--- config.mk ---
export PLATFORM = sky130hd
export DESIGN_NAME = pcb_cfg_bank
export DESIGN_NICKNAME = d
export VERILOG_FILES = /design/src/rtl/pcb_pkg.sv /design/src/rtl/pcb_cfg_if.sv /design/src/rtl/pcb_cfg_store.sv /design/src/rtl/pcb_cfg_bank.sv
export SDC_FILE = /design/constraint.sdc
export NUM_CORES = 1
export LEC_CHECK = 0
export BUFFER_PORTS_ARGS = -buffer_cell sky130_fd_sc_hd__buf_2
export CAP_MARGIN = 0
export CORE_MARGIN = 10
export CORE_UTILIZATION = 47
export CTS_BUF_LIST = sky130_fd_sc_hd__clkbuf_16
export CTS_CLUSTER_DIAMETER = 150
export DETAILED_ROUTE_END_ITERATION = 8
export PLACE_DENSITY_LB_ADDON = 0.3
export SLEW_MARGIN = 15
export SYNTH_ARGS = -nofsm -noshare
export SYNTH_HDL_FRONTEND = slang
export SYNTH_SLANG_ARGS = --single-unit
--- constraint.sdc ---
create_clock -name sys_clk_in -period 13 [get_ports sys_clk_in]
set_input_delay 1.3 -clock sys_clk_in [delete_from_list [all_inputs] [get_ports sys_clk_in]]
set_output_delay 1.3 -clock sys_clk_in [all_outputs]
set_load 0.01 [all_outputs]
--- src/rtl/pcb_pkg.sv ---
// Purpose: shared constants and types of the configuration register bank
// Assumes: 32-bit register words, byte addresses on an 8-bit offset space
// Notes: slot numbers index the writable storage words
package pcb_pkg;
   localparam int PCB_DATA_W = 32;
   localparam int PCB_ADDR_W = 8;
   localparam int PCB_STRB_W = 4;
   localparam int PCB_SLOTS = 8;
   localparam int PCB_SLOT_W = 3;

   localparam logic [7:0] PCB_OFF_IDS = 8'h00;
   localparam logic [7:0] PCB_OFF_CMD = 8'h04;
   localparam logic [7:0] PCB_OFF_CLASS = 8'h08;
   localparam logic [7:0] PCB_OFF_LAT = 8'h0c;
   localparam logic [7:0] PCB_OFF_IO = 8'h10;
   localparam logic [7:0] PCB_OFF_MEM = 8'h14;
   localparam logic [7:0] PCB_OFF_CARD = 8'h28;
   localparam logic [7:0] PCB_OFF_SUB = 8'h2c;
   localparam logic [7:0] PCB_OFF_ROM = 8'h30;
   localparam logic [7:0] PCB_OFF_CAP = 8'h34;
   localparam logic [7:0] PCB_OFF_INT = 8'h3c;
   localparam logic [7:0] PCB_OFF_DRV = 8'h40;
   localparam logic [7:0] PCB_OFF_MARK = 8'h80;
   localparam logic [7:0] PCB_OFF_PMC = 8'hc0;
   localparam logic [7:0] PCB_OFF_PMCS = 8'hc4;

   localparam logic [2:0] PCB_SL_CMD = 3'h0;
   localparam logic [2:0] PCB_SL_LAT = 3'h1;
   localparam logic [2:0] PCB_SL_IO = 3'h2;
   localparam logic [2:0] PCB_SL_MEM = 3'h3;
   localparam logic [2:0] PCB_SL_ROM = 3'h4;
   localparam logic [2:0] PCB_SL_INT = 3'h5;
   localparam logic [2:0] PCB_SL_DRV = 3'h6;
   localparam logic [2:0] PCB_SL_PMCS = 3'h7;

   localparam int PCB_IO_WIN_BITS = 8;
   localparam int PCB_MEM_WIN_BITS = 10;
   localparam int PCB_ROM_WIN_BITS = 18;
   localparam logic [31:0] PCB_IO_MASK = ~((32'h1 << PCB_IO_WIN_BITS) - 32'h1);
   localparam logic [31:0] PCB_MEM_MASK = ~((32'h1 << PCB_MEM_WIN_BITS) - 32'h1);
   localparam logic [31:0] PCB_ROM_MASK = ~((32'h1 << PCB_ROM_WIN_BITS) - 32'h1);

   localparam int PCB_CMD_IO = 0;
   localparam int PCB_CMD_MEM = 1;
   localparam int PCB_CMD_MASTER = 2;
   localparam int PCB_ROM_EN = 0;
   localparam int PCB_ST_PARITY = 31;
   localparam int PCB_ST_SYSERR = 30;
   localparam int PCB_ST_MABORT = 29;
   localparam int PCB_ST_TABORT = 28;
   localparam int PCB_ST_DPR = 24;
   localparam int PCB_PM_STATE_LSB = 0;
   localparam int PCB_PM_STATUS = 15;

   localparam logic [31:0] PCB_RW_MASK [PCB_SLOTS] = '{32'h00000147, 32'h0000ffff, PCB_IO_MASK,
      PCB_MEM_MASK, PCB_ROM_MASK | 32'h00000001, 32'h000000ff, 32'h0000ff00, 32'h00000103};
   localparam logic [31:0] PCB_W1C_MASK [PCB_SLOTS] = '{32'hf1000000, 32'h0, 32'h0, 32'h0,
      32'h0, 32'h0, 32'h0, 32'h00008000};
   localparam logic [31:0] PCB_RO_BITS [PCB_SLOTS] = '{32'h02900000, 32'h0, 32'h00000001, 32'h0,
      32'h0, 32'h00000100, 32'h0, 32'h0};
   localparam logic [31:0] PCB_RESET_VAL [PCB_SLOTS] = '{default: 32'h0};

   localparam logic [31:0] PCB_CLASS_VAL = 32'h02000000;
   localparam logic [31:0] PCB_CAP_PTR_VAL = 32'h000000c0;
   localparam logic [31:0] PCB_PM_CAP_VAL = 32'h00020001;
   localparam logic [1:0] PCB_RESP_OKAY = 2'b00;

   typedef enum logic [1:0] {PCB_WR_COLLECT = 2'b01, PCB_WR_RESP = 2'b10} pcb_wr_state_e;
   typedef enum logic [1:0] {PCB_RD_IDLE = 2'b01, PCB_RD_DATA = 2'b10} pcb_rd_state_e;
endpackage : pcb_pkg

--- src/rtl/pcb_cfg_if.sv ---
// Purpose: carrier between the bus front end and the register storage
// Assumes: one write port, hardware set bits per word
// Notes: q holds stored bits only, fixed bits are added by the reader
interface pcb_cfg_if;
   import pcb_pkg::*;
   logic wr_en;
   logic [PCB_SLOT_W-1:0] wr_slot;
   logic [PCB_DATA_W-1:0] wr_data;
   logic [PCB_STRB_W-1:0] wr_strb;
   logic [PCB_DATA_W-1:0] set_bits [PCB_SLOTS];
   logic [PCB_DATA_W-1:0] q [PCB_SLOTS];
   modport bank (output wr_en, output wr_slot, output wr_data, output wr_strb, output set_bits, input q);
   modport store (input wr_en, input wr_slot, input wr_data, input wr_strb, input set_bits, output q);
endinterface : pcb_cfg_if

--- src/rtl/pcb_cfg_store.sv ---
// Purpose: writable configuration words with byte lanes, masks and sticky bits
// Assumes: synchronous write strobe from the bus front end
// Notes: a hardware set in the same cycle as a clear leaves the bit set
module pcb_cfg_store (
   input wire logic sys_clk_in,
   input wire logic reset_in,
   pcb_cfg_if.store cfg
);
   import pcb_pkg::*;

   for (genvar i = 0; i < PCB_SLOTS; i++) begin : g_word
      always_ff @(posedge sys_clk_in or posedge reset_in) begin
         if (reset_in) begin
            cfg.q[i] <= PCB_RESET_VAL[i];
         end else begin
            for (int b = 0; b < PCB_STRB_W; b++) begin
               if (cfg.wr_en && cfg.wr_slot == PCB_SLOT_W'(i) && cfg.wr_strb[b]) begin
                  cfg.q[i][b*8 +: 8] <= (((cfg.q[i][b*8 +: 8] & ~PCB_RW_MASK[i][b*8 +: 8])
                     | (cfg.wr_data[b*8 +: 8] & PCB_RW_MASK[i][b*8 +: 8]))
                     & ~(cfg.wr_data[b*8 +: 8] & PCB_W1C_MASK[i][b*8 +: 8]))
                     | cfg.set_bits[i][b*8 +: 8];
               end else begin
                  cfg.q[i][b*8 +: 8] <= cfg.q[i][b*8 +: 8] | cfg.set_bits[i][b*8 +: 8];
               end
            end
         end
      end
   end
endmodule : pcb_cfg_store

--- src/rtl/pcb_cfg_bank.sv ---
// Purpose: configuration register bank of a bus-attached network controller
// Assumes: AXI4-Lite slave, one write and one read in flight at most
// Notes: identifiers and card data are captured once after reset release
//
// Register access over AXI4-Lite was decided locally.

// Notes on behaviour
// - hardware reset loads every default value
// - software reset leaves configuration untouched
// - byte, word, dword access by lanes
// - offset 00h returns loaded device, vendor ids
// - offset 04h holds command and status
// - offset 08h returns class code, revision
// - offset 28h returns card information pointer
// - offset 2ch returns subsystem ids
// - offset 30h rom base, 256KB window
// - offset 40h driver scratch space
// - offset c0h first power register
// - offset c4h power control and status
// - io or memory window reaches control registers
module pcb_cfg_bank #(
   parameter logic [7:0] REVISION = 8'h11,
   parameter logic [31:0] CHIP_MARK = 32'h5a5a0001
) (
   input wire logic sys_clk_in,
   input wire logic reset_in,
   input wire logic awvalid_in,
   output logic awready_out,
   input wire logic [pcb_pkg::PCB_ADDR_W-1:0] awaddr_in,
   input wire logic wvalid_in,
   output logic wready_out,
   input wire logic [pcb_pkg::PCB_DATA_W-1:0] wdata_in,
   input wire logic [pcb_pkg::PCB_STRB_W-1:0] wstrb_in,
   output logic bvalid_out,
   input wire logic bready_in,
   output logic [1:0] bresp_out,
   input wire logic arvalid_in,
   output logic arready_out,
   input wire logic [pcb_pkg::PCB_ADDR_W-1:0] araddr_in,
   output logic rvalid_out,
   input wire logic rready_in,
   output logic [pcb_pkg::PCB_DATA_W-1:0] rdata_out,
   output logic [1:0] rresp_out,
   input wire logic [15:0] loaded_device_id_in,
   input wire logic [15:0] loaded_vendor_id_in,
   input wire logic [15:0] loaded_subsys_id_in,
   input wire logic [15:0] loaded_subsys_vendor_in,
   input wire logic [31:0] loaded_card_info_in,
   input wire logic parity_err_evt_in,
   input wire logic sys_err_evt_in,
   input wire logic master_abort_evt_in,
   input wire logic target_abort_evt_in,
   input wire logic data_parity_evt_in,
   input wire logic pme_evt_in,
   input wire logic [31:0] csr_addr_in,
   input wire logic csr_io_cycle_in,
   output logic io_space_en_out,
   output logic mem_space_en_out,
   output logic bus_master_en_out,
   output logic [1:0] power_state_out,
   output logic io_window_hit_out,
   output logic mem_window_hit_out,
   output logic rom_window_hit_out
);
   import pcb_pkg::*;

   pcb_cfg_if cfg ();

   pcb_cfg_store u_store (
      .sys_clk_in(sys_clk_in),
      .reset_in(reset_in),
      .cfg(cfg.store)
   );

   // captured identity words
   logic loaded_r;
   logic [31:0] ids_r;
   logic [31:0] sub_ids_r;
   logic [31:0] card_info_r;

   // write channel state
   pcb_wr_state_e wr_st_r;
   logic awready_r;
   logic wready_r;
   logic aw_have_r;
   logic w_have_r;
   logic wr_pend_r;
   logic bvalid_r;
   logic [1:0] bresp_r;
   logic [PCB_ADDR_W-1:0] awaddr_r;
   logic [PCB_DATA_W-1:0] wdata_r;
   logic [PCB_STRB_W-1:0] wstrb_r;

   // read channel state
   pcb_rd_state_e rd_st_r;
   logic arready_r;
   logic rvalid_r;
   logic [1:0] rresp_r;
   logic [PCB_DATA_W-1:0] rdata_r;

   // decoded outputs
   logic io_en_r;
   logic mem_en_r;
   logic master_en_r;
   logic [1:0] pm_state_r;
   logic io_hit_r;
   logic mem_hit_r;
   logic rom_hit_r;

   logic aw_fire;
   logic w_fire;
   logic aw_got;
   logic w_got;
   logic wr_hit;
   logic [PCB_SLOT_W-1:0] wr_slot;
   logic [PCB_DATA_W-1:0] rd_word;

   // maps an offset to a storage slot, bit 3 flags a writable word
   function automatic logic [PCB_SLOT_W:0] slot_of(input logic [PCB_ADDR_W-1:0] a);
      logic [PCB_ADDR_W-1:0] w;
      w = {a[PCB_ADDR_W-1:2], 2'b00};
      case (w)
         PCB_OFF_CMD: slot_of = {1'b1, PCB_SL_CMD};
         PCB_OFF_LAT: slot_of = {1'b1, PCB_SL_LAT};
         PCB_OFF_IO: slot_of = {1'b1, PCB_SL_IO};
         PCB_OFF_MEM: slot_of = {1'b1, PCB_SL_MEM};
         PCB_OFF_ROM: slot_of = {1'b1, PCB_SL_ROM};
         PCB_OFF_INT: slot_of = {1'b1, PCB_SL_INT};
         PCB_OFF_DRV: slot_of = {1'b1, PCB_SL_DRV};
         PCB_OFF_PMCS: slot_of = {1'b1, PCB_SL_PMCS};
         default: slot_of = '0;
      endcase
   endfunction : slot_of

   // caught one edge after release, so reads before that see zero
   always_ff @(posedge sys_clk_in or posedge reset_in) begin
      if (reset_in) begin
         loaded_r <= 1'b0;
         ids_r <= '0;
         sub_ids_r <= '0;
         card_info_r <= '0;
      end else if (!loaded_r) begin
         loaded_r <= 1'b1;
         ids_r <= {loaded_device_id_in, loaded_vendor_id_in};
         sub_ids_r <= {loaded_subsys_id_in, loaded_subsys_vendor_in};
         card_info_r <= loaded_card_info_in;
      end
   end

   // status and power event bits; sticky in storage, set beats clear there
   always_comb begin
      for (int i = 0; i < PCB_SLOTS; i++) begin
         cfg.set_bits[i] = '0;
      end
      cfg.set_bits[PCB_SL_CMD][PCB_ST_PARITY] = parity_err_evt_in;
      cfg.set_bits[PCB_SL_CMD][PCB_ST_SYSERR] = sys_err_evt_in;
      cfg.set_bits[PCB_SL_CMD][PCB_ST_MABORT] = master_abort_evt_in;
      cfg.set_bits[PCB_SL_CMD][PCB_ST_TABORT] = target_abort_evt_in;
      cfg.set_bits[PCB_SL_CMD][PCB_ST_DPR] = data_parity_evt_in;
      cfg.set_bits[PCB_SL_PMCS][PCB_PM_STATUS] = pme_evt_in;
   end

   assign aw_fire = awvalid_in && awready_r;
   assign w_fire = wvalid_in && wready_r;
   assign aw_got = aw_have_r || aw_fire;
   assign w_got = w_have_r || w_fire;
   assign {wr_hit, wr_slot} = slot_of(awaddr_r);

   // write commits one edge after both halves are held
   assign cfg.wr_en = wr_pend_r && wr_hit;
   assign cfg.wr_slot = wr_slot;
   assign cfg.wr_data = wdata_r;
   assign cfg.wr_strb = wstrb_r;

   always_ff @(posedge sys_clk_in or posedge reset_in) begin
      if (reset_in) begin
         wr_st_r <= PCB_WR_COLLECT;
         awready_r <= 1'b0;
         wready_r <= 1'b0;
         aw_have_r <= 1'b0;
         w_have_r <= 1'b0;
         wr_pend_r <= 1'b0;
         bvalid_r <= 1'b0;
         awaddr_r <= '0;
         wdata_r <= '0;
         wstrb_r <= '0;
      end else begin
         case (wr_st_r)
            PCB_WR_COLLECT: begin
               if (aw_fire) begin
                  awaddr_r <= awaddr_in;
               end
               if (w_fire) begin
                  wdata_r <= wdata_in;
                  wstrb_r <= wstrb_in;
               end
               aw_have_r <= aw_got;
               w_have_r <= w_got;
               awready_r <= !aw_got;
               wready_r <= !w_got;
               if (aw_got && w_got) begin
                  wr_pend_r <= 1'b1;
                  wr_st_r <= PCB_WR_RESP;
               end
            end
            PCB_WR_RESP: begin
               if (wr_pend_r) begin
                  wr_pend_r <= 1'b0;
                  bvalid_r <= 1'b1;
               end else if (bvalid_r && bready_in) begin
                  bvalid_r <= 1'b0;
                  aw_have_r <= 1'b0;
                  w_have_r <= 1'b0;
                  awready_r <= 1'b1;
                  wready_r <= 1'b1;
                  wr_st_r <= PCB_WR_COLLECT;
               end
            end
            default: begin
               wr_st_r <= PCB_WR_COLLECT;
            end
         endcase
      end
   end

   // unmapped offsets still answer okay, so probing software never faults
   always_ff @(posedge sys_clk_in or posedge reset_in) begin
      if (reset_in) begin
         bresp_r <= PCB_RESP_OKAY;
         rresp_r <= PCB_RESP_OKAY;
      end else begin
         bresp_r <= PCB_RESP_OKAY;
         rresp_r <= PCB_RESP_OKAY;
      end
   end

   // read word assembly; whole word returned, the master keeps its lanes
   always_comb begin
      case ({araddr_in[PCB_ADDR_W-1:2], 2'b00})
         PCB_OFF_IDS: rd_word = ids_r;
         PCB_OFF_CMD: rd_word = cfg.q[PCB_SL_CMD] | PCB_RO_BITS[PCB_SL_CMD];
         PCB_OFF_CLASS: rd_word = PCB_CLASS_VAL | {24'h0, REVISION};
         PCB_OFF_LAT: rd_word = cfg.q[PCB_SL_LAT];
         PCB_OFF_IO: rd_word = cfg.q[PCB_SL_IO] | PCB_RO_BITS[PCB_SL_IO];
         PCB_OFF_MEM: rd_word = cfg.q[PCB_SL_MEM];
         PCB_OFF_CARD: rd_word = card_info_r;
         PCB_OFF_SUB: rd_word = sub_ids_r;
         PCB_OFF_ROM: rd_word = cfg.q[PCB_SL_ROM];
         PCB_OFF_CAP: rd_word = PCB_CAP_PTR_VAL;
         PCB_OFF_INT: rd_word = cfg.q[PCB_SL_INT] | PCB_RO_BITS[PCB_SL_INT];
         PCB_OFF_DRV: rd_word = cfg.q[PCB_SL_DRV];
         PCB_OFF_MARK: rd_word = CHIP_MARK;
         PCB_OFF_PMC: rd_word = PCB_PM_CAP_VAL;
         PCB_OFF_PMCS: rd_word = cfg.q[PCB_SL_PMCS];
         default: rd_word = '0;
      endcase
   end

   always_ff @(posedge sys_clk_in or posedge reset_in) begin
      if (reset_in) begin
         rd_st_r <= PCB_RD_IDLE;
         arready_r <= 1'b0;
         rvalid_r <= 1'b0;
         rdata_r <= '0;
      end else begin
         case (rd_st_r)
            PCB_RD_IDLE: begin
               if (arvalid_in && arready_r) begin
                  arready_r <= 1'b0;
                  rvalid_r <= 1'b1;
                  rdata_r <= rd_word;
                  rd_st_r <= PCB_RD_DATA;
               end else begin
                  arready_r <= 1'b1;
               end
            end
            PCB_RD_DATA: begin
               if (rready_in) begin
                  rvalid_r <= 1'b0;
                  arready_r <= 1'b1;
                  rd_st_r <= PCB_RD_IDLE;
               end
            end
            default: begin
               rd_st_r <= PCB_RD_IDLE;
            end
         endcase
      end
   end

   // only the hardware reset clears this state; a software reset never reaches here
   always_ff @(posedge sys_clk_in or posedge reset_in) begin
      if (reset_in) begin
         io_en_r <= 1'b0;
         mem_en_r <= 1'b0;
         master_en_r <= 1'b0;
         pm_state_r <= '0;
      end else begin
         io_en_r <= cfg.q[PCB_SL_CMD][PCB_CMD_IO];
         mem_en_r <= cfg.q[PCB_SL_CMD][PCB_CMD_MEM];
         master_en_r <= cfg.q[PCB_SL_CMD][PCB_CMD_MASTER];
         pm_state_r <= cfg.q[PCB_SL_PMCS][PCB_PM_STATE_LSB +: 2];
      end
   end

   // window decode registered once, so hits trail csr_addr_in by one cycle
   always_ff @(posedge sys_clk_in or posedge reset_in) begin
      if (reset_in) begin
         io_hit_r <= 1'b0;
         mem_hit_r <= 1'b0;
         rom_hit_r <= 1'b0;
      end else begin
         io_hit_r <= io_en_r && csr_io_cycle_in
            && ((csr_addr_in & PCB_IO_MASK) == (cfg.q[PCB_SL_IO] & PCB_IO_MASK));
         mem_hit_r <= mem_en_r && !csr_io_cycle_in
            && ((csr_addr_in & PCB_MEM_MASK) == (cfg.q[PCB_SL_MEM] & PCB_MEM_MASK));
         rom_hit_r <= mem_en_r && !csr_io_cycle_in && cfg.q[PCB_SL_ROM][PCB_ROM_EN]
            && ((csr_addr_in & PCB_ROM_MASK) == (cfg.q[PCB_SL_ROM] & PCB_ROM_MASK));
      end
   end

   assign awready_out = awready_r;
   assign wready_out = wready_r;
   assign bvalid_out = bvalid_r;
   assign bresp_out = bresp_r;
   assign arready_out = arready_r;
   assign rvalid_out = rvalid_r;
   assign rdata_out = rdata_r;
   assign rresp_out = rresp_r;
   assign io_space_en_out = io_en_r;
   assign mem_space_en_out = mem_en_r;
   assign bus_master_en_out = master_en_r;
   assign power_state_out = pm_state_r;
   assign io_window_hit_out = io_hit_r;
   assign mem_window_hit_out = mem_hit_r;
   assign rom_window_hit_out = rom_hit_r;
endmodule : pcb_cfg_bank

-- Word level (Yosys, flattened, before mapping)
Cells that the tools add are included.
- register bits after elaboration: 337
- bits in latches: 0
- bits in writable memories: 0
- bits in read-only memories: 0
- output and inout port bits: 49
- memories kept: 0
- add/sub/neg operators: 0
- multipliers: 0
- div/mod/pow operators: 0
- $lt $le $gt $ge: 0
- eq/ne operators: 41
- shift operators: 0
- muxes and demuxes: 28
- bitwise gates (word level): 15
- reductions and logical operators: 58
- operators with widths (cell ; count):
    $pmux W32 S15 ; 1
    $eq A6 B4 Y1 const B ; 7
    $logic_and A1 B1 Y1 ; 38
    $or A8 B8 Y8 ; 4
    $pmux W4 S8 ; 1
    $eq A24 B24 Y1 ; 1
    $eq A6 B3 Y1 const B ; 4
    $eq A6 B6 Y1 const B ; 4
    $or A8 B1 Y8 ; 3
    $eq A22 B22 Y1 ; 1
    $eq A6 B2 Y1 const B ; 3
    $and A8 B8 Y8 ; 2
    $mux W8 ; 2
    $not A8 Y8 ; 2
    $or A2 B8 Y8 ; 2
    $eq A14 B14 Y1 ; 1
    $pmux W1 S2 ; 7
    $reduce_and A2 Y1 ; 7
    $eq A3 B3 Y1 const B ; 4
    $eq A6 B1 Y1 const B ; 2
    $eq A6 B5 Y1 const B ; 2
    $mux W1 ; 10
    $mux W2 ; 5
    $ne A2 B2 Y1 const B ; 5
    other kinds (13) ; 24

-- Logic depth before layout (Yosys ltp)
Gate-level depths: netlist of run 1.
- depth in word-level cells: 6
- depth in mapped cells: 8
- gate-level depth less buffers: 5

-- Hierarchy
Synthesis of run 1 repeated with hierarchy kept, for this count alone.
- cell total of the unflattened synthesis: 1628
- area total of the unflattened synthesis: 19750.2 um2
- by module, submodules not included (module ; times used ; cells each ; area an instance (um2)):
    pcb_cfg_bank ; 1 ; 952 ; 10486.3
    pcb_cfg_store ; 1 ; 676 ; 9263.9

-- Worst setup path after synthesis of run 1
No wires, ideal clock.
- path type: in2reg
- start point: input port araddr_in[5] (netlist bit)
- end point: register rdata_r[10], in the netlist rdata_out[10]
- library setup time: 0.064 ns
- arrival time: 3.066 ns
- required time: 12.936 ns
- slack: 9.870 ns
- stages: 8
- cells stage by stage: buf_2 -> or4_1 -> clkbuf_1 -> nor3_2 -> buf_2 -> a22oi_1 -> a31oi_1 -> a21o_1
- word-level cells in the longest chain between the ends: 2
- elaborated cells on any way between the ends: 16
- classes of those cells: eq/ne (14); mux (1); reduce/logical (1)
- ends and longest elaborated chain (item ; RTL line ; text):
    start, declared ; pcb_cfg_bank.sv:39 ; input wire logic [pcb_pkg::PCB_ADDR_W-1:0] araddr_in,
    $eq A6 B6 Y1, or another cell as far along ; pcb_cfg_bank.sv:239 ; case ({araddr_in[PCB_ADDR_W-1:2], 2'b00})
    $pmux W32 S15 * ; pcb_cfg_bank.sv:239 ;
    end signal, assigned ; pcb_cfg_bank.sv:271 ; rdata_r <= rd_word;
    end, declared ; pcb_cfg_bank.sv:99 ; logic [PCB_DATA_W-1:0] rdata_r;
Mark *: on every way between the ends. The rest lies on a longest branch, timed or not.
A chain may end at the register's enable or synchronous reset.

==> run_results.csv, run 1 <==
group,metric,value,unit
run_status,outcome,"finished clean",
yosys,yosys.area_share.adder,0,
yosys,ys_seq_area_frac,0.561,
pwr,vdd_drop_max,0.114,mV
yosys,synth_xor_area_frac,0.0409,
cts,cts_resized,0,
critical_path,crit_type,"input port to asynchronous set/reset pin",
cells_and_area,layout.nets,1424,
route,drt_iter0_markers,816,
critical_path,r2r_slack,10.26,ns
yosys,ys_warn_count,0,
cts,cts.sinks,298,
cts,ctsHoldBuffers,0,
cells_and_area,finalInstanceArea,0.0158,sq mm
critical_path,critPathLaunchType,"input port",
global_routing,grt_pass1_wl,59500,microns
die,start_util,0.477,
route,ant_nets,0,
critical_path,r2r-end,"u_store.cfg.q[123]$_DFFE_PP0P_",
route,drc,0,
cts,clk_path_buf_depth,3,
route,wirelength,39200,microns
cells_and_area,syn_to_final_growth,18.8,%
place,dp_hpwl,27900,microns
place,placed_cell_area,0.0148,sq mm
pwr,p_leak,7.45,nW
yosys,ys_ff_latch,298,
cts,cts_tree,"built",
cts,post_cts_buffers,0,
cells_and_area,drive_gt1_frac,0.435,
yosys,synth_compound_area_frac,0.113,
sta,rsz0062_at_grt,"false",
yosys,synth.distinct_cells,59,
critical_path,crit_start,"reset_in",
yosys,postSynthCellCount,1008,
yosys,synthArstFlopShare,1.00,
yosys,ys.flop_type,"dfrtp_1",
cts,cts_buffers,34,
critical_path,worstSetupEndpointType,"asynchronous set/reset pin",
critical_path,crit_arrival,4.13,ns
yosys,postSynthAreaPerCell,13.2,sq um
global_routing,grt_pass1_vias,9885,
cells_and_area,layout_commonest_cell,"dfrtp_1",
place,gp_congestion,0.887,
critical_path,worstSetupEndpoint,"u_store.cfg.q[172]$_DFFE_PP0P_",
sta,hold_viol,0,
route,route.vias.total,9413,
sta,slew_violations,0,
yosys,netlist_area,0.0133,sq mm
critical_path,crit_required,13.47,ns
sta,totalNegativeSetupSlack,0,ns
die,core-area,0.0279,sq mm
sta,slew_headroom,0.234,
min_path,hold_path_class,"flip-flop to flip-flop",
route,viasPerCell,5.77,
sta,worst_slew_pin_slew,1.14,ns
sta,max_freq,274,MHz
die,dieArea,0.0354,sq mm
flow_run,max_cap_violations,0,
die,die_y,188,microns
pwr,cellPowerDensity,172,mW/mm^2
route,dr.pass1.iters,5,
global_routing,antenna_found_initial,6,
cells_and_area,fin_util,0.567,
critical_path,r2r_cells,5,
yosys,synthSimpleGateAreaFrac,0.0558,
die,rows,61,
cts,clk_pin_slew,0.06,ns
die,die_width,188,microns
sta,finClkSkew,0.0157,ns
cts,htree_levels,2,
route,wl_per_cell,24.0,microns
global_routing,grt.total_usage,0.215,
sta,period_needed,3.66,ns
critical_path,path_max_fanout,133,
global_routing,grt_max_degree,134,
yosys,synthMuxAreaShare,0.206,
sta,setup-violations-final,0,
critical_path,reg2reg_from,"awaddr_r[7]$_DFFE_PP0P_",
die,ioPinCount,243,
yosys,synth_top_family_by_area,"multiplexers",
sta,period_share,0.281,
cts,clkLatencyLatePin,0.51,ns
cts,cts-root-buf,"clkbuf_16",
yosys,synth-edff-count,0,
place,io_buffers,226,
global_routing,grt_overflow,0,
cells_and_area,layout.cells.most_common_list,"dfrtp_1 (295), mux2_2 (231), buf_2 (226)",
[Yosys cell counts (20+ instances only)]
cell type | instances | area share
a21o_1 | 36 | 0.020
dfrtp_1 | 296 | 0.56
a31oi_1 | 28 | 0.013
xnor2_1 | 26 | 0.017
nor2_1 | 20 | 0.0056
clkbuf_1 | 44 | 0.012
mux2_2 | 231 | 0.20
xor2_1 | 36 | 0.024
a22oi_1 | 59 | 0.033
nand2_1 | 33 | 0.0093
a222oi_1 | 21 | 0.016
[per-stage QoR]
step           std cells  setup WS, ns  hold slack (ns)  total power, W
2_1_floorplan       1011          3.47            0.368         0.00165
3_3_place_gp        1572          8.71            0.383         0.00184
3_5_place_dp        1572          8.69            0.386         0.00187
4_1_cts             1629          9.22            0.401         0.00273
5_1_grt             1630          8.88            0.417         0.00285
6_report            1632          9.34            0.402         0.00272
[power breakdown]
group | internal [W] | switching [W] | total [W]
Clock | 0.000487 | 0.000374 | 0.000861
Combinational | 0.000267 | 0.000254 | 0.000520
Sequential | 0.00113 | 0.000204 | 0.00134
[kinds of logic (layout without fill, tap and decap cells)]
group / after synthesis / count (layout)
simple gates: 134 / 134
flops: 298 / 298
xor+xnor: 62 / 62
other cells: 2 / 8
compound gates: 201 / 201
mux: 240 / 240
buf+inv: 71 / 311
[sequential cells by signal, summed over array words and instances, names as in the netlist, 2 cells and up]
signal / flops
power_state_out: 2
ids_r: 32
u_store.cfg.q: 107
cfg.wr_strb: 4
rdata_out: 32
card_info_r: 32
awaddr_r: 6
sub_ids_r: 32
wr_st_r: 2
cfg.wr_data: 32
rd_st_r: 2
[routing by layer]
layer | part of all wire | track usage
met5 | 0.0010 | 0
met1 | 0.43 | 0.286
met4 | 0.022 | 0.0585
met2 | 0.48 | 0.343
met3 | 0.073 | 0.0545
[worst min path at each step]
stage                              startpoint                           end  slack [ns]  depth (start not counted)
6_report         u_store.cfg.q[1]$_DFFE_PP0P_  power_state_out[1]$_DFF_PP0_        0.40                          0
5_1_grt        u_store.cfg.q[226]$_DFFE_PP0P_   bus_master_en_out$_DFF_PP0_        0.42                          0
4_1_cts          u_store.cfg.q[1]$_DFFE_PP0P_  power_state_out[1]$_DFF_PP0_        0.40                          0
3_5_place_dp     u_store.cfg.q[1]$_DFFE_PP0P_  power_state_out[1]$_DFF_PP0_        0.39                          0
3_3_place_gp     u_store.cfg.q[1]$_DFFE_PP0P_  power_state_out[1]$_DFF_PP0_        0.38                          0
2_1_floorplan    u_store.cfg.q[1]$_DFFE_PP0P_  power_state_out[1]$_DFF_PP0_        0.37                          0
[layout make-up]
| class | count | area, sq um |
|---|---|---|
| antenna | 3 | 7.51 |
| fill | 2350 | 12100 |
| clock inverter | 22 | 108 |
| multi-input combinational | 642 | 5560 |
| timing repair buffer | 241 | 1240 |
| sequential | 298 | 7460 |
| tap | 378 | 473 |
| inverter | 13 | 56.3 |
| clock buffer | 35 | 876 |
[critical path, cell delays in order]
cell and delay [ns]:
buf_2 0.13, inv_8 0.62, buf_4 0.93, buf_4 0.97
Power figures use the tool's default switching activity.
==> run 2, diff against run 1 <==
- ABC_AREA: not set -> 1
- clock period: 13 -> 3.5 ns (I/O delays scaled with it)
==> run 2 against run 1 <==
  * Synthesized cell count rose by 56%
  * Setup slack got worse by 8.0 ns
  * First-iteration DRC count rose by 25%
  * Global-route usage rose by 3.1 points
  * Hold slack got worse by 0.39 ns
  * Sequential power rose to 3.7 times the previous value
  * Critical path type is now flip-flop to flip-flop
==> run_results.csv, run 2 <==
group,metric,value,unit
place,place_inst,2147,
min_path,hold_path_class,"input port to flip-flop",
pwr,cellPowerDensity,610,mW/mm^2
die,die_y,192,microns
sta,fin_ws,1.38,ns
cts,htree_levels,1,
die,dieArea,0.0369,sq mm
route,ant_nets,0,
sta,period_needed,2.12,ns
cells_and_area,largest_reg_flops,107,
yosys,yosys.area.top_type,"dfrtp_1",
cells_and_area,layout.nets,2005,
die,ioPinCount,243,
critical_path,crit_arrival,2.62,ns
run_status,outcome,"finished clean",
critical_path,worstSetupEndpointType,"flip-flop",
route,wirelength,45700,microns
sta,slew_headroom,0.289,
place,dp_hpwl,35200,microns
pwr,p_leak,8.51,nW
cells_and_area,syn_to_final_growth,18.9,%
pwr,p_clk_frac,0.317,
pwr,p_seq_frac,0.493,
critical_path,critPathLaunchType,"flip-flop",
critical_path,path_max_fanout,35,
yosys,synth_compound_area_frac,0.0782,
cts,cts_buffers,31,
pwr,p_switching,0.00336,W
cts,cts_resized,0,
sta,worst_slew_pin_slew,1.07,ns
global_routing,grt.total_usage,0.246,
yosys,ys_ff_latch,298,
yosys,synthMuxAreaShare,0.0784,
critical_path,crit_required,4.01,ns
yosys,synth-edff-count,0,
yosys,synth_top_family_by_area,"simple AND/OR/NAND/NOR gates",
yosys,postSynthAreaPerCell,8.85,sq um
sta,period_share,0.605,
yosys,ys.flop_type,"dfrtp_1",
pwr,p_comb_frac,0.190,
sta,rsz0062_at_grt,"false",
route,route.vias.total,11900,
die,core-area,0.0290,sq mm
cts,clkLatencyLatePin,0.57,ns
die,rows,62,
yosys,postSynthCellCount,1575,
yosys,synthSimpleGateAreaFrac,0.228,
yosys,yosysMostFrequentCell,"nand2_1",
yosys,synth_top_area_frac,0.532,
cells_and_area,finalInstanceArea,0.0166,sq mm
yosys,synth.distinct_cells,42,
yosys,ys_seq_area_frac,0.535,
sta,finClkSkew,0.0117,ns
cts,cts-root-buf,"clkbuf_16",
yosys,ys_warn_count,0,
global_routing,antenna_found_initial,1,
yosys,synthTopCellsByArea,"dfrtp_1 (53%), nand2_1 (12%), mux2_2 (7.8%), inv_1 (4.1%), nand3_1 (4.0%)",
global_routing,grt_max_degree,75,
die,start_util,0.480,
yosys,yosys.area_share.adder,0,
cells_and_area,regMostFlops,"u_store.cfg.q",
critical_path,crit_type,"flip-flop to flip-flop",
global_routing,grt_overflow,0,
sta,max_freq,473,MHz
cts,clk_path_buf_depth,3,
route,viasPerCell,5.34,
cts,cts.sinks,298,
flow_run,max_cap_violations,0,
yosys,synth_common_cells,"nand2_1 (430), dfrtp_1 (296), inv_1 (153)",
yosys,synth_xor_area_frac,0.0138,
route,wl_per_cell,20.6,microns
die,die_width,192,microns
cells_and_area,fin_cells,2221,
sta,hold_viol,0,
cells_and_area,layout_commonest_cell,"nand2_1",
global_routing,grt_pass1_wl,70500,microns
global_routing,grt_pass1_vias,11900,
sta,hold-worst-slack,0.00970,ns
route,dr.pass1.iters,5,
place,io_buffers,226,
place,placed_cell_area,0.0154,sq mm
route,drc,0,
pwr,internal_power,0.00674,W
route,drt_iter0_markers,1020,
pwr,vdd_drop_max,0.488,mV
cts,cts_tree,"built",
sta,setup-violations-final,0,
place,place_ws,1.23,ns
pwr,switching_share,0.332,
cells_and_area,drive_gt1_frac,0.231,
cts,clk_pin_slew,0.06,ns
yosys,synthArstFlopShare,1.00,
sta,slew_violations,0,
yosys,netlist_area,0.0139,sq mm
pwr,finalPower,0.0101,W
place,gp_congestion,0.960,
cells_and_area,layout.cells.most_common_list,"nand2_1 (429), dfrtp_1 (295), buf_2 (226)",
==> run 2: changes by cell type after synthesis, sizes merged, moves of 113 or more <==
cell   previous run  this run
nor2             20       150
mux2            239        97
nand2            33       439
inv              13       154
nand3             6       119
==> run 2: path summary, 6_finish.rpt <==
path	startpoint	to	slack [ns]	depth (start not counted)
worst max-delay path	rd_st_r[0]$_DFFE_PP1P_	rdata_out[16]$_DFFE_PP0P_	1.38	8
worst min-delay path	loaded_subsys_id_in[1]	sub_ids_r[17]$_DFFE_PP0N_	0.01	2
worst max register to register	rd_st_r[0]$_DFFE_PP1P_	rdata_out[16]$_DFFE_PP0P_	1.38	8
worst min register to register	u_store.cfg.q[1]$_DFFE_PP0P_	power_state_out[1]$_DFF_PP0_	0.40	0
max in group asynchronous	reset_in	ids_r[4]$_DFFE_PP0N_	2.11	4
min in group asynchronous	reset_in	ids_r[26]$_DFFE_PP0N_	0.46	3
==> run 2: worst max-delay path, cell delays in order, from the launching register on <==
cell and delay [ns]:
dfstp_2 0.52, inv_1 0.05, nor2_1 0.15, nand3_1 0.11
buf_4 0.28, inv_1 0.33, buf_4 0.37, o21ai_0 0.15
nand2_1 0.08
==> run 2: logic make-up (layout without fill, tap and decap cells) <==
family                 after synthesis  count (layout)
buffers and inverters              217             475
AND/OR/NAND/NOR                    744             744
other                                2               6
flip-flops                         298             298
multiplexers                        97              97
AO/OA/AOI/OAI                      195             195
XOR/XNOR                            22              22
==> run 2: repair_timing <==
item / CTS / global route
setup buffers: 0 / 0
hold buffers: 14 / 1
hold endpoints to repair: 36 / 1
endpoints found under the setup margin: 0 / 0
==> run 2: power by group through the flow <==
| stage | Combinational (W) | Sequential, W | Clock (W) |
|---|---|---|---|
| floorplan | 0.00144 | 0.00462 | 0 |
| global placement | 0.00186 | 0.00499 | 0 |
| detailed placement | 0.00191 | 0.00501 | 0 |
| CTS | 0.00194 | 0.00496 | 0.00325 |
| global route | 0.00218 | 0.00508 | 0.00340 |
| finish | 0.00192 | 0.00498 | 0.00320 |
==> run 2: metrics by stage <==
step,utilization,TNS (ns)
after floorplan,-,-239.01
after global routing,0.571,0
final,0.571,0
after global placement,0.532,0
after detailed placement,0.532,0
after CTS,0.571,0
==> run 2: cell type report <==
class | count | area, sq um
fillers | 2621 | 12400
well taps | 384 | 480
inverters | 155 | 587
repair buffers | 262 | 1480
diodes | 1 | 2.50
clock inverters | 27 | 204
flip-flops and latches | 298 | 7460
multi-input cells | 1063 | 5580
clock buffers | 31 | 776
==> run 2: layer usage <==
metal,vias to the layer above,part of all wire,track usage
met5,-,0,0
met4,0,0.022,0.0638
met3,64,0.084,0.0473
met2,467,0.44,0.366
met1,5740,0.46,0.360
li1,5584,-,-
